File: config.mk
export PLATFORM = sky130hd
export DESIGN_NAME = sccr_top
export DESIGN_NICKNAME = d
export VERILOG_FILES = /design/src/sccr_pkg.sv /design/src/sccr_smbus_slave.sv /design/src/sccr_top.sv
export VERILOG_INCLUDE_DIRS = /design/src
export SDC_FILE = /design/constraint.sdc
export NUM_CORES = 1
export LEC_CHECK = 0
export ABC_AREA = 1
export BUFFER_PORTS_ARGS = -buffer_cell sky130_fd_sc_hd__buf_2
export CAP_MARGIN = 30
export CORE_AREA = 2 2 108 110
export CTS_BUF_LIST = sky130_fd_sc_hd__clkbuf_16
export CTS_CLUSTER_SIZE = 12
export DETAILED_ROUTE_END_ITERATION = 10
export DIE_AREA = 0 0 110 112
export GPL_ROUTABILITY_DRIVEN = 0
export GPL_TIMING_DRIVEN = 0
export SYNTH_ARGS = -nofsm -noshare
export SYNTH_HDL_FRONTEND = slang
export SYNTH_HIERARCHICAL = 1
export SYNTH_SLANG_ARGS = --single-unit
File: constraint.sdc
create_clock -name clk_in -period 3.2 [get_ports clk_in]
set_input_delay 0.16 -clock clk_in [delete_from_list [all_inputs] [get_ports clk_in]]
set_output_delay 0.16 -clock clk_in [all_outputs]
set_load 0.05 [all_outputs]
File: src/sccr_map.svh
// Behaviour
// - Byte write: start, address, write, command, data, stop; acknowledge each byte.
// - Byte read: command write, repeated start, address read, one byte, host nacks.
// - Command with top bit set is a single-byte register access.
// - Low seven command bits give the register byte offset.
// - Bytes ascend; bits within a byte travel seven down to zero.
// - Byte zero bits two to zero pick the spread modulation mode.
// - Byte one bits seven to three return power-up straps, unwritable.
// - Command with top bit clear, all-zero included, is not acknowledged; byte decode needs top bit set.
`ifndef SCCR_MAP_SVH
`define SCCR_MAP_SVH

// ****************************************
// Bus address
// ****************************************
// Arbitrary default value
`define SCCR_SLAVE_ADDR 7'h5a
`define SCCR_CMD_BYTE_BIT 7

// ****************************************
// Register offsets
// ****************************************
`define SCCR_OFS_FREQ 7'h00
`define SCCR_OFS_STRAP 7'h01
`define SCCR_OFS_SLOT 7'h02
`define SCCR_OFS_HOST 7'h03
`define SCCR_OFS_MEM_LO 7'h04
`define SCCR_OFS_MEM_HI 7'h05

// ****************************************
// Field positions
// ****************************************
`define SCCR_FREQ_CODE_MSB 7
`define SCCR_FREQ_CODE_LSB 3
`define SCCR_MODE_MSB 2
`define SCCR_MODE_LSB 0
`define SCCR_STRAP_MSB 7
`define SCCR_STRAP_LSB 3
`define SCCR_REF_GATE_BIT 1
`define SCCR_HUB_MSB 7
`define SCCR_HUB_LSB 5
`define SCCR_INTC_BIT 4
`define SCCR_HOST_MSB 1
`define SCCR_HOST_LSB 0
`define SCCR_MEM_HI_MSB 4

// ****************************************
// Reset values
// ****************************************
`define SCCR_RST_FREQ_CODE 5'h00
`define SCCR_RST_MODE 3'h0
`define SCCR_RST_STRAP 5'h00
`define SCCR_RST_GATE8 8'hff
`define SCCR_RST_GATE5 5'h1f
`define SCCR_RST_GATE3 3'h7
`define SCCR_RST_GATE2 2'h3
`define SCCR_RST_GATE1 1'h1

`endif

File: src/sccr_pkg.sv
package sccr_pkg;

  // ****************************************
  // Types
  // ****************************************
  typedef enum logic [2:0] {
    SCCR_MODE_OFF,
    SCCR_MODE_TEST,
    SCCR_MODE_RSVD,
    SCCR_MODE_TRISTATE,
    SCCR_MODE_DOWN_050,
    SCCR_MODE_CTR_050,
    SCCR_MODE_CTR_025,
    SCCR_MODE_CTR_038
  } sccr_mode_e;

  typedef enum logic [2:0] {
    SCCR_PH_IDLE,
    SCCR_PH_ADDR,
    SCCR_PH_CMD,
    SCCR_PH_WDATA,
    SCCR_PH_RDATA,
    SCCR_PH_RACK,
    SCCR_PH_DONE
  } sccr_phase_e;

  typedef struct packed {
    logic strobe;
    logic [6:0] offset;
    logic [7:0] data;
  } sccr_wr_s;

endpackage : sccr_pkg

File: src/sccr_smbus_slave.sv
`timescale 1ns/10ps
`include "sccr_map.svh"

module sccr_smbus_slave #(
  parameter logic [6:0] SLAVE_ADDR = `SCCR_SLAVE_ADDR
) (
  // Clock and reset
  input wire logic clk_in,
  input wire logic rst_n_in,
  // Bus pins
  input wire logic scl_in,
  input wire logic sda_in,
  output logic sda_oe_out,
  // Register side
  output sccr_pkg::sccr_wr_s wr_out,
  output logic [6:0] rd_offset_out,
  input wire logic [7:0] rd_data_in
);

  // ****************************************
  // Line events
  // ****************************************
  logic scl_q;
  logic sda_q;
  wire scl_rise = scl_in & ~scl_q;
  wire scl_fall = ~scl_in & scl_q;
  wire start_det = scl_in & scl_q & sda_q & ~sda_in;
  wire stop_det = scl_in & scl_q & ~sda_q & sda_in;

  sccr_pkg::sccr_phase_e phase_q;
  sccr_pkg::sccr_phase_e next_q;
  logic [3:0] bitcnt_q;
  logic [7:0] shift_q;
  logic [7:0] tx_q;
  logic ack_q;
  logic byte_mode_q;
  logic [6:0] offset_q;

  // ****************************************
  // Acknowledge decision
  // ****************************************
  wire addr_hit = (shift_q[7:1] == SLAVE_ADDR);
  wire in_rx = (phase_q == sccr_pkg::SCCR_PH_ADDR) |
               (phase_q == sccr_pkg::SCCR_PH_CMD) |
               (phase_q == sccr_pkg::SCCR_PH_WDATA);
  wire byte_end = scl_fall & in_rx & ~ack_q & (bitcnt_q == 4'h8);
  wire cmd_byte = shift_q[`SCCR_CMD_BYTE_BIT];
  logic give_ack;
  sccr_pkg::sccr_phase_e nxt;
  always_comb begin
    give_ack = 1'b0;
    nxt = sccr_pkg::SCCR_PH_DONE;
    case (phase_q)
      sccr_pkg::SCCR_PH_ADDR: begin
        give_ack = addr_hit & (~shift_q[0] | byte_mode_q);
        nxt = shift_q[0] ? sccr_pkg::SCCR_PH_RDATA : sccr_pkg::SCCR_PH_CMD;
      end
      sccr_pkg::SCCR_PH_CMD: begin
        give_ack = cmd_byte;
        nxt = sccr_pkg::SCCR_PH_WDATA;
      end
      sccr_pkg::SCCR_PH_WDATA: begin
        give_ack = 1'b1;
        nxt = sccr_pkg::SCCR_PH_DONE;
      end
      default: begin
        give_ack = 1'b0;
        nxt = sccr_pkg::SCCR_PH_DONE;
      end
    endcase
  end

  wire wr_fire = byte_end & (phase_q == sccr_pkg::SCCR_PH_WDATA);
  wire cmd_fire = byte_end & (phase_q == sccr_pkg::SCCR_PH_CMD);

  // ****************************************
  // Sequencer
  // ****************************************
  always_ff @(posedge clk_in or negedge rst_n_in) begin
    if (!rst_n_in) begin
      scl_q <= 1'b1;
      sda_q <= 1'b1;
      phase_q <= sccr_pkg::SCCR_PH_IDLE;
      next_q <= sccr_pkg::SCCR_PH_IDLE;
      bitcnt_q <= 4'h0;
      shift_q <= 8'h00;
      tx_q <= 8'h00;
      ack_q <= 1'b0;
      sda_oe_out <= 1'b0;
    end else begin
      scl_q <= scl_in;
      sda_q <= sda_in;
      if (start_det) begin
        phase_q <= sccr_pkg::SCCR_PH_ADDR;
        bitcnt_q <= 4'h0;
        ack_q <= 1'b0;
        sda_oe_out <= 1'b0;
      end else if (stop_det) begin
        phase_q <= sccr_pkg::SCCR_PH_IDLE;
        ack_q <= 1'b0;
        sda_oe_out <= 1'b0;
      end else if (scl_rise) begin
        if (in_rx & ~ack_q & (bitcnt_q < 4'h8)) begin
          shift_q <= {shift_q[6:0], sda_in};
          bitcnt_q <= bitcnt_q + 4'h1;
        end else if (phase_q == sccr_pkg::SCCR_PH_RDATA) begin
          tx_q <= {tx_q[6:0], 1'b0};
          bitcnt_q <= bitcnt_q + 4'h1;
        end else if (phase_q == sccr_pkg::SCCR_PH_RACK) begin
          phase_q <= sccr_pkg::SCCR_PH_DONE;
        end
      end else if (scl_fall) begin
        if (byte_end) begin
          if (give_ack) begin
            ack_q <= 1'b1;
            sda_oe_out <= 1'b1;
            next_q <= nxt;
          end else begin
            phase_q <= sccr_pkg::SCCR_PH_DONE;
          end
        end else if (ack_q) begin
          ack_q <= 1'b0;
          bitcnt_q <= 4'h0;
          phase_q <= next_q;
          tx_q <= rd_data_in;
          sda_oe_out <= (next_q == sccr_pkg::SCCR_PH_RDATA) & ~rd_data_in[7];
        end else if (phase_q == sccr_pkg::SCCR_PH_RDATA) begin
          if (bitcnt_q == 4'h8) begin
            sda_oe_out <= 1'b0;
            phase_q <= sccr_pkg::SCCR_PH_RACK;
          end else begin
            sda_oe_out <= ~tx_q[7];
          end
        end
      end
    end
  end

  // ****************************************
  // Command and write capture
  // ****************************************
  always_ff @(posedge clk_in or negedge rst_n_in) begin
    if (!rst_n_in) begin
      byte_mode_q <= 1'b0;
      offset_q <= 7'h00;
      wr_out <= '0;
    end else begin
      wr_out.strobe <= wr_fire;
      if (wr_fire) begin
        wr_out.offset <= offset_q;
        wr_out.data <= shift_q;
      end
      if (stop_det) begin
        byte_mode_q <= 1'b0;
      end else if (cmd_fire) begin
        byte_mode_q <= cmd_byte;
        offset_q <= shift_q[6:0];
      end
    end
  end

  assign rd_offset_out = offset_q;

endmodule : sccr_smbus_slave

File: src/sccr_top.sv
`timescale 1ns/10ps
`include "sccr_map.svh"

module sccr_top #(
  parameter logic [6:0] SLAVE_ADDR = `SCCR_SLAVE_ADDR
) (
  // Clock and reset
  input wire logic clk_in,
  input wire logic resetn_in,
  // Frequency strap pins
  input wire logic [4:0] strap_freq_in,
  // Bus pins, open drain
  input wire logic scl_in,
  input wire logic sda_in,
  output logic sda_out,
  output logic sda_oe_out,
  // Frequency and modulation
  output logic [4:0] soft_freq_code_out,
  output logic [4:0] strap_freq_out,
  output sccr_pkg::sccr_mode_e modulation_mode_out,
  output logic spread_active_out,
  output logic clock_tristate_out,
  output logic test_mode_out,
  // Output gates
  output logic double_drive_reference_gate_out,
  output logic [7:0] slot_clock_gate_out,
  output logic [2:0] hub_clock_gate_out,
  output logic interrupt_ctrl_clock_gate_out,
  output logic [1:0] host_clock_gate_out,
  output logic [12:0] memory_clock_gate_out
);

  // ****************************************
  // Reset release
  // ****************************************
  logic [1:0] rst_sync_q;
  wire rst_n = rst_sync_q[1];
  always_ff @(posedge clk_in or negedge resetn_in) begin
    if (!resetn_in) begin
      rst_sync_q <= 2'b00;
    end else begin
      rst_sync_q <= {rst_sync_q[0], 1'b1};
    end
  end

  // ****************************************
  // Offset match
  // ****************************************
  function automatic logic ofs_hit(input logic [6:0] ofs,
                                   input logic [6:0] target);
    ofs_hit = (ofs == target);
  endfunction : ofs_hit

  // ****************************************
  // Bus slave
  // ****************************************
  sccr_pkg::sccr_wr_s wr;
  logic [6:0] rd_offset;
  logic [7:0] rd_data;

  sccr_smbus_slave #(
    .SLAVE_ADDR(SLAVE_ADDR)
  ) u_slave (
    .clk_in(clk_in),
    .rst_n_in(rst_n),
    .scl_in(scl_in),
    .sda_in(sda_in),
    .sda_oe_out(sda_oe_out),
    .wr_out(wr),
    .rd_offset_out(rd_offset),
    .rd_data_in(rd_data)
  );

  assign sda_out = 1'b0;

  // ****************************************
  // Write decode
  // ****************************************
  wire wr_freq = wr.strobe & ofs_hit(wr.offset, `SCCR_OFS_FREQ);
  wire wr_strap = wr.strobe & ofs_hit(wr.offset, `SCCR_OFS_STRAP);
  wire wr_slot = wr.strobe & ofs_hit(wr.offset, `SCCR_OFS_SLOT);
  wire wr_host = wr.strobe & ofs_hit(wr.offset, `SCCR_OFS_HOST);
  wire wr_mem_lo = wr.strobe & ofs_hit(wr.offset, `SCCR_OFS_MEM_LO);
  wire wr_mem_hi = wr.strobe & ofs_hit(wr.offset, `SCCR_OFS_MEM_HI);

  // ****************************************
  // Registers
  // ****************************************
  logic [4:0] freq_code_q;
  logic [2:0] mode_q;
  logic [4:0] strap_q;
  logic strap_taken_q;
  logic ref_gate_q;
  logic [7:0] slot_gate_q;
  logic [2:0] hub_gate_q;
  logic intc_gate_q;
  logic [1:0] host_gate_q;
  logic [12:0] mem_gate_q;

  always_ff @(posedge clk_in or negedge rst_n) begin
    if (!rst_n) begin
      freq_code_q <= `SCCR_RST_FREQ_CODE;
      mode_q <= `SCCR_RST_MODE;
    end else if (wr_freq) begin
      freq_code_q <= wr.data[`SCCR_FREQ_CODE_MSB:`SCCR_FREQ_CODE_LSB];
      mode_q <= wr.data[`SCCR_MODE_MSB:`SCCR_MODE_LSB];
    end
  end

  // Straps caught once, first cycle after release
  always_ff @(posedge clk_in or negedge rst_n) begin
    if (!rst_n) begin
      strap_q <= `SCCR_RST_STRAP;
      strap_taken_q <= 1'b0;
    end else if (!strap_taken_q) begin
      strap_q <= strap_freq_in;
      strap_taken_q <= 1'b1;
    end
  end

  always_ff @(posedge clk_in or negedge rst_n) begin
    if (!rst_n) begin
      ref_gate_q <= `SCCR_RST_GATE1;
    end else if (wr_strap) begin
      ref_gate_q <= wr.data[`SCCR_REF_GATE_BIT];
    end
  end

  always_ff @(posedge clk_in or negedge rst_n) begin
    if (!rst_n) begin
      slot_gate_q <= `SCCR_RST_GATE8;
    end else if (wr_slot) begin
      slot_gate_q <= wr.data;
    end
  end

  always_ff @(posedge clk_in or negedge rst_n) begin
    if (!rst_n) begin
      hub_gate_q <= `SCCR_RST_GATE3;
      intc_gate_q <= `SCCR_RST_GATE1;
      host_gate_q <= `SCCR_RST_GATE2;
    end else if (wr_host) begin
      hub_gate_q <= wr.data[`SCCR_HUB_MSB:`SCCR_HUB_LSB];
      intc_gate_q <= wr.data[`SCCR_INTC_BIT];
      host_gate_q <= wr.data[`SCCR_HOST_MSB:`SCCR_HOST_LSB];
    end
  end

  // Low and high memory gate bytes share one vector
  always_ff @(posedge clk_in or negedge rst_n) begin
    if (!rst_n) begin
      mem_gate_q <= {`SCCR_RST_GATE5, `SCCR_RST_GATE8};
    end else begin
      if (wr_mem_lo) begin
        mem_gate_q[7:0] <= wr.data;
      end
      if (wr_mem_hi) begin
        mem_gate_q[12:8] <= wr.data[`SCCR_MEM_HI_MSB:0];
      end
    end
  end

  // ****************************************
  // Read mux, reserved bits read zero
  // ****************************************
  wire [7:0] rd_freq = {freq_code_q, mode_q};
  wire [7:0] rd_strap = {strap_q, 1'b0, ref_gate_q, 1'b0};
  wire [7:0] rd_host = {hub_gate_q, intc_gate_q, 2'b00, host_gate_q};
  wire [7:0] rd_mem_hi = {3'b000, mem_gate_q[12:8]};

  assign rd_data =
    ofs_hit(rd_offset, `SCCR_OFS_FREQ) ? rd_freq :
    ofs_hit(rd_offset, `SCCR_OFS_STRAP) ? rd_strap :
    ofs_hit(rd_offset, `SCCR_OFS_SLOT) ? slot_gate_q :
    ofs_hit(rd_offset, `SCCR_OFS_HOST) ? rd_host :
    ofs_hit(rd_offset, `SCCR_OFS_MEM_LO) ? mem_gate_q[7:0] :
    ofs_hit(rd_offset, `SCCR_OFS_MEM_HI) ? rd_mem_hi : 8'h00;

  // ****************************************
  // Mode decode
  // ****************************************
  wire sccr_pkg::sccr_mode_e mode_e = sccr_pkg::sccr_mode_e'(mode_q);
  wire spread_on = (mode_e == sccr_pkg::SCCR_MODE_DOWN_050) |
                   (mode_e == sccr_pkg::SCCR_MODE_CTR_050) |
                   (mode_e == sccr_pkg::SCCR_MODE_CTR_025) |
                   (mode_e == sccr_pkg::SCCR_MODE_CTR_038);

  // ****************************************
  // Outputs
  // ****************************************
  assign soft_freq_code_out = freq_code_q;
  assign strap_freq_out = strap_q;
  assign modulation_mode_out = mode_e;
  assign spread_active_out = spread_on;
  assign clock_tristate_out = (mode_e == sccr_pkg::SCCR_MODE_TRISTATE);
  assign test_mode_out = (mode_e == sccr_pkg::SCCR_MODE_TEST);
  assign double_drive_reference_gate_out = ref_gate_q;
  assign slot_clock_gate_out = slot_gate_q;
  assign hub_clock_gate_out = hub_gate_q;
  assign interrupt_ctrl_clock_gate_out = intc_gate_q;
  assign host_clock_gate_out = host_gate_q;
  assign memory_clock_gate_out = mem_gate_q;

endmodule : sccr_top

==> metrics.txt <==
status complete, no violations; crit end category flop; Design Power 2.96 mW; VDD IR max ~240 uV; IO Port Bufs 53; post-synthesis sequential area ratio 49.5%; DR vias roughly 4.0k; DP HPWL 8570 um; Worst Path Max Fanout 10; drt pass-1 iters 5; DIE AREA 0.0123 sq mm; Die W ~110 um; synth-to-layout area growth 16.2%; Root Buffer clkbuf_16; Comb power frac 15.2%; fin util 52.3%; Routed WL roughly 12000 um; max-slew violations 0; clock skew 0.00935 ns; Layout Cells excl Fill 791; global route overflow 0; Mapped Avg Cell Area roughly 8.8 sq um; Synth area leaders dfrtp_1 (34%), dfstp_2 (16%), nand2_1 (12%), o21ai_2 (9.1%), inv_1 (4.6%); Placement Cell Area 0.00551 sq mm; crit path DAT 2.27 ns; initial core utilization 45.0%; type of origin of the critical path flop; Num CTS Buffers 9; drt via density 5.12; Critical Path RT 3.45 ns; Max-Cap Viols 0; cell taking the most area after synthesis dfrtp_1; clk buf depth 2; top cell type's share of synthesized area 33.8%; Total GRT Usage 20.0%; largest net degree at the start of global routing 71; kind of critical path flop to flop; die height 112 um; Final min period 2.03 ns; Final Cell Area approximately 0.0058 sq mm; Worst Max-Slew Pin Slew about 0.69 ns; Antenna Diode Count 0; share of cells above drive strength 1 between 30% and 40%; Warnings, synthesis 6; count leader, synth nand2_1; most frequent cells after synthesis nand2_1 (157), dfrtp_1 (68), inv_1 (62), o21ai_2 (52), nor2_1 (38); Synth Instances ~570; Clock Latency Late Sink 0.35 ns; first-pass GRT wire length 19000 um; CTS tree yes; placed cell count 772; Worst Hold Class primary input to flop; TritonCTS Sinks 98; I/O pin count 55; DRC viols 0; worst rel slew slack 53.8%; # rows 39; Post-synth ARST share 100%; DR iter-0 viols 346; Setup violations, final 0; register bit total from synthesis 98; Synth Flop Type dfrtp_1; Fin Setup TNS 0 ns; antenna violations before repair 0; fin nets 658; filler cell count 1053; post-synthesis cell area 0.00503 sq mm; H-tree Lvls 3; unique cell type count in the Yosys netlist 38; Post-CTS Setup Repair Bufs 0; Hold Fails Final Rpt 0; sequential share of power about 47%; fmax 494 MHz; switching share of total power 29.9%; vias in the first global route between 3k and 4k; EDFF count, synth 0; Cell Int Power 2.07 mW; RSZ-0062 raised after global routing false; post-route clock period utilization 63.3%; Leak between 2 and 3 nW; Avg WL per Cell about 15 um; Clock power frac 37.6%; CTS clk-pin slew, worst paths 0.07 ns; Psw roughly 0.88 mW; Cell Pwr Density 506 mW/mm^2; Final ANT Viol Nets 0; core area 0.0112 sq mm
-- worst max-delay path, cell delays in order (launching register included) --
cell     delay (ns)
dfrtp_1        0.39
inv_1          0.06
nand2_1        0.05
nor2_1         0.19
buf_2          0.27
nand2_1        0.09
inv_1          0.24
nand2_1        0.08
nand4_1        0.17
nor2_1         0.07
nand3_1        0.08
a31oi_1        0.09
nand3_1        0.09
nand2_1        0.05
-- layer usage --
layer	track usage [%]	vias to the layer above	part of all wire, %
li1	-	2002	-
met2	31.3	125	47
met1	27.2	1898	46
met4	8.95	0	2.5
met5	0	-	0
met3	3.16	22	5.2
-- final cells by class --
cell class	count	area [sq um]	share of cell area [%]
clock buffers	9	225	3.86
clock inverters	7	78.8	1.35
flip-flops and latches	98	2490	42.7
plain buffers	15	123	2.10
inverters	69	263	4.50
well taps	143	179	3.06
repair buffers	57	323	5.53
multi-input cells	393	2160	36.9
-- flip-flops by register name, indices dropped and copies added, names as in the netlist, 3 cells and up --
signal and cells:
u_slave/wr_out 16, memory_clock_gate_out 13, slot_clock_gate_out 8, u_slave/shift_q 8, u_slave/tx_q 8, u_slave/rd_offset_out 7
soft_freq_code_out 5, strap_freq_out 5, u_slave/bitcnt_q 4, hub_clock_gate_out 3, modulation_mode_out 3, u_slave/next_q 3
u_slave/phase_q 3
-- power groups by stage --
stage | combinational [mW] | sequential, mW | clock, mW
2_1_floorplan | 0.296 | 1.46 | 0
3_3_place_gp | 0.421 | 1.43 | 0
3_5_place_dp | 0.449 | 1.42 | 0
4_1_cts | 0.453 | 1.40 | 1.13
5_1_grt | 0.501 | 1.41 | 1.19
6_report | 0.449 | 1.40 | 1.11
-- final timing paths --
check / from / to / slack, ns / depth (start not counted)
worst max-delay path: u_slave/rd_offset_out[4]$_DFFE_PN0P_ / u_slave/sda_oe_out$_DFFE_PN0P_ / 1.17 / 13
worst min-delay path: strap_freq_in[3] / strap_freq_out[3]$_DFFE_PN0N_ / 0.04 / 2
worst max register to register: u_slave/rd_offset_out[4]$_DFFE_PN0P_ / u_slave/sda_oe_out$_DFFE_PN0P_ / 1.17 / 13
worst min register to register: rst_sync_q[1]$_DFF_PN0_ / u_slave/rd_offset_out[5]$_DFFE_PN0P_ / 0.25 / 0
max in group asynchronous: rst_sync_q[1]$_DFF_PN0_ / slot_clock_gate_out[5]$_DFFE_PN1P_ / 2.25 / 1
min in group asynchronous: resetn_in / rst_sync_q[1]$_DFF_PN0_ / 0.11 / 2
-- per-stage QoR --
step                hold slack (ns)  setup WS (ns)
floorplan                    -0.136          0.320
global placement            -0.0548         -0.877
detailed placement          -0.0536           1.17
CTS                          0.0329           1.15
global route                 0.0412          0.893
finish                       0.0378           1.17
-- placed cells by master (no fill, tap or decap), types with 2 or more instances in the layout --
| cell | instances |
|---|---|
| a21oi_1 | 5 |
| a31oi_1 | 2 |
| buf_2 | 55 |
| buf_4 | 3 |
| buf_6 | 7 |
| clkbuf_1 | 3 |
| clkbuf_16 | 9 |
| clkinv_2 | 2 |
| clkinv_4 | 4 |
| conb_1 | 3 |
| dfrtp_1 | 67 |
| dfstp_2 | 30 |
| dlygate4sd3_1 | 3 |
| ha_1 | 6 |
| inv_1 | 62 |
| inv_2 | 5 |
| mux2_2 | 5 |
| nand2_1 | 157 |
| nand2_2 | 14 |
| nand2_4 | 3 |
| nand3_1 | 32 |
| nand3_2 | 6 |
| nand4_1 | 12 |
| nor2_1 | 38 |
| nor2_2 | 6 |
| nor2_4 | 2 |
| nor3_1 | 4 |
| nor4_1 | 2 |
| o211ai_1 | 7 |
| o21ai_0 | 24 |
| o21ai_1 | 4 |
| o21ai_2 | 52 |
| o31ai_1 | 2 |
-- timing repair --
action                    in CTS  in global routing
gates resized for setup        0                  0
hold buffers                   3                  0
hold endpoints to repair       4                  0
-- cell families after synthesis --
kind of cell	share of synthesized area, %
AND/OR/NAND/NOR	25.9
flip-flops	49.5
AO/OA/AOI/OAI	14.1
buffers and inverters	7.67
adder cells (fa/ha/maj)	1.49
multiplexers	1.12
other	0.149
Note: power is estimated with default switching activity, not from simulation.
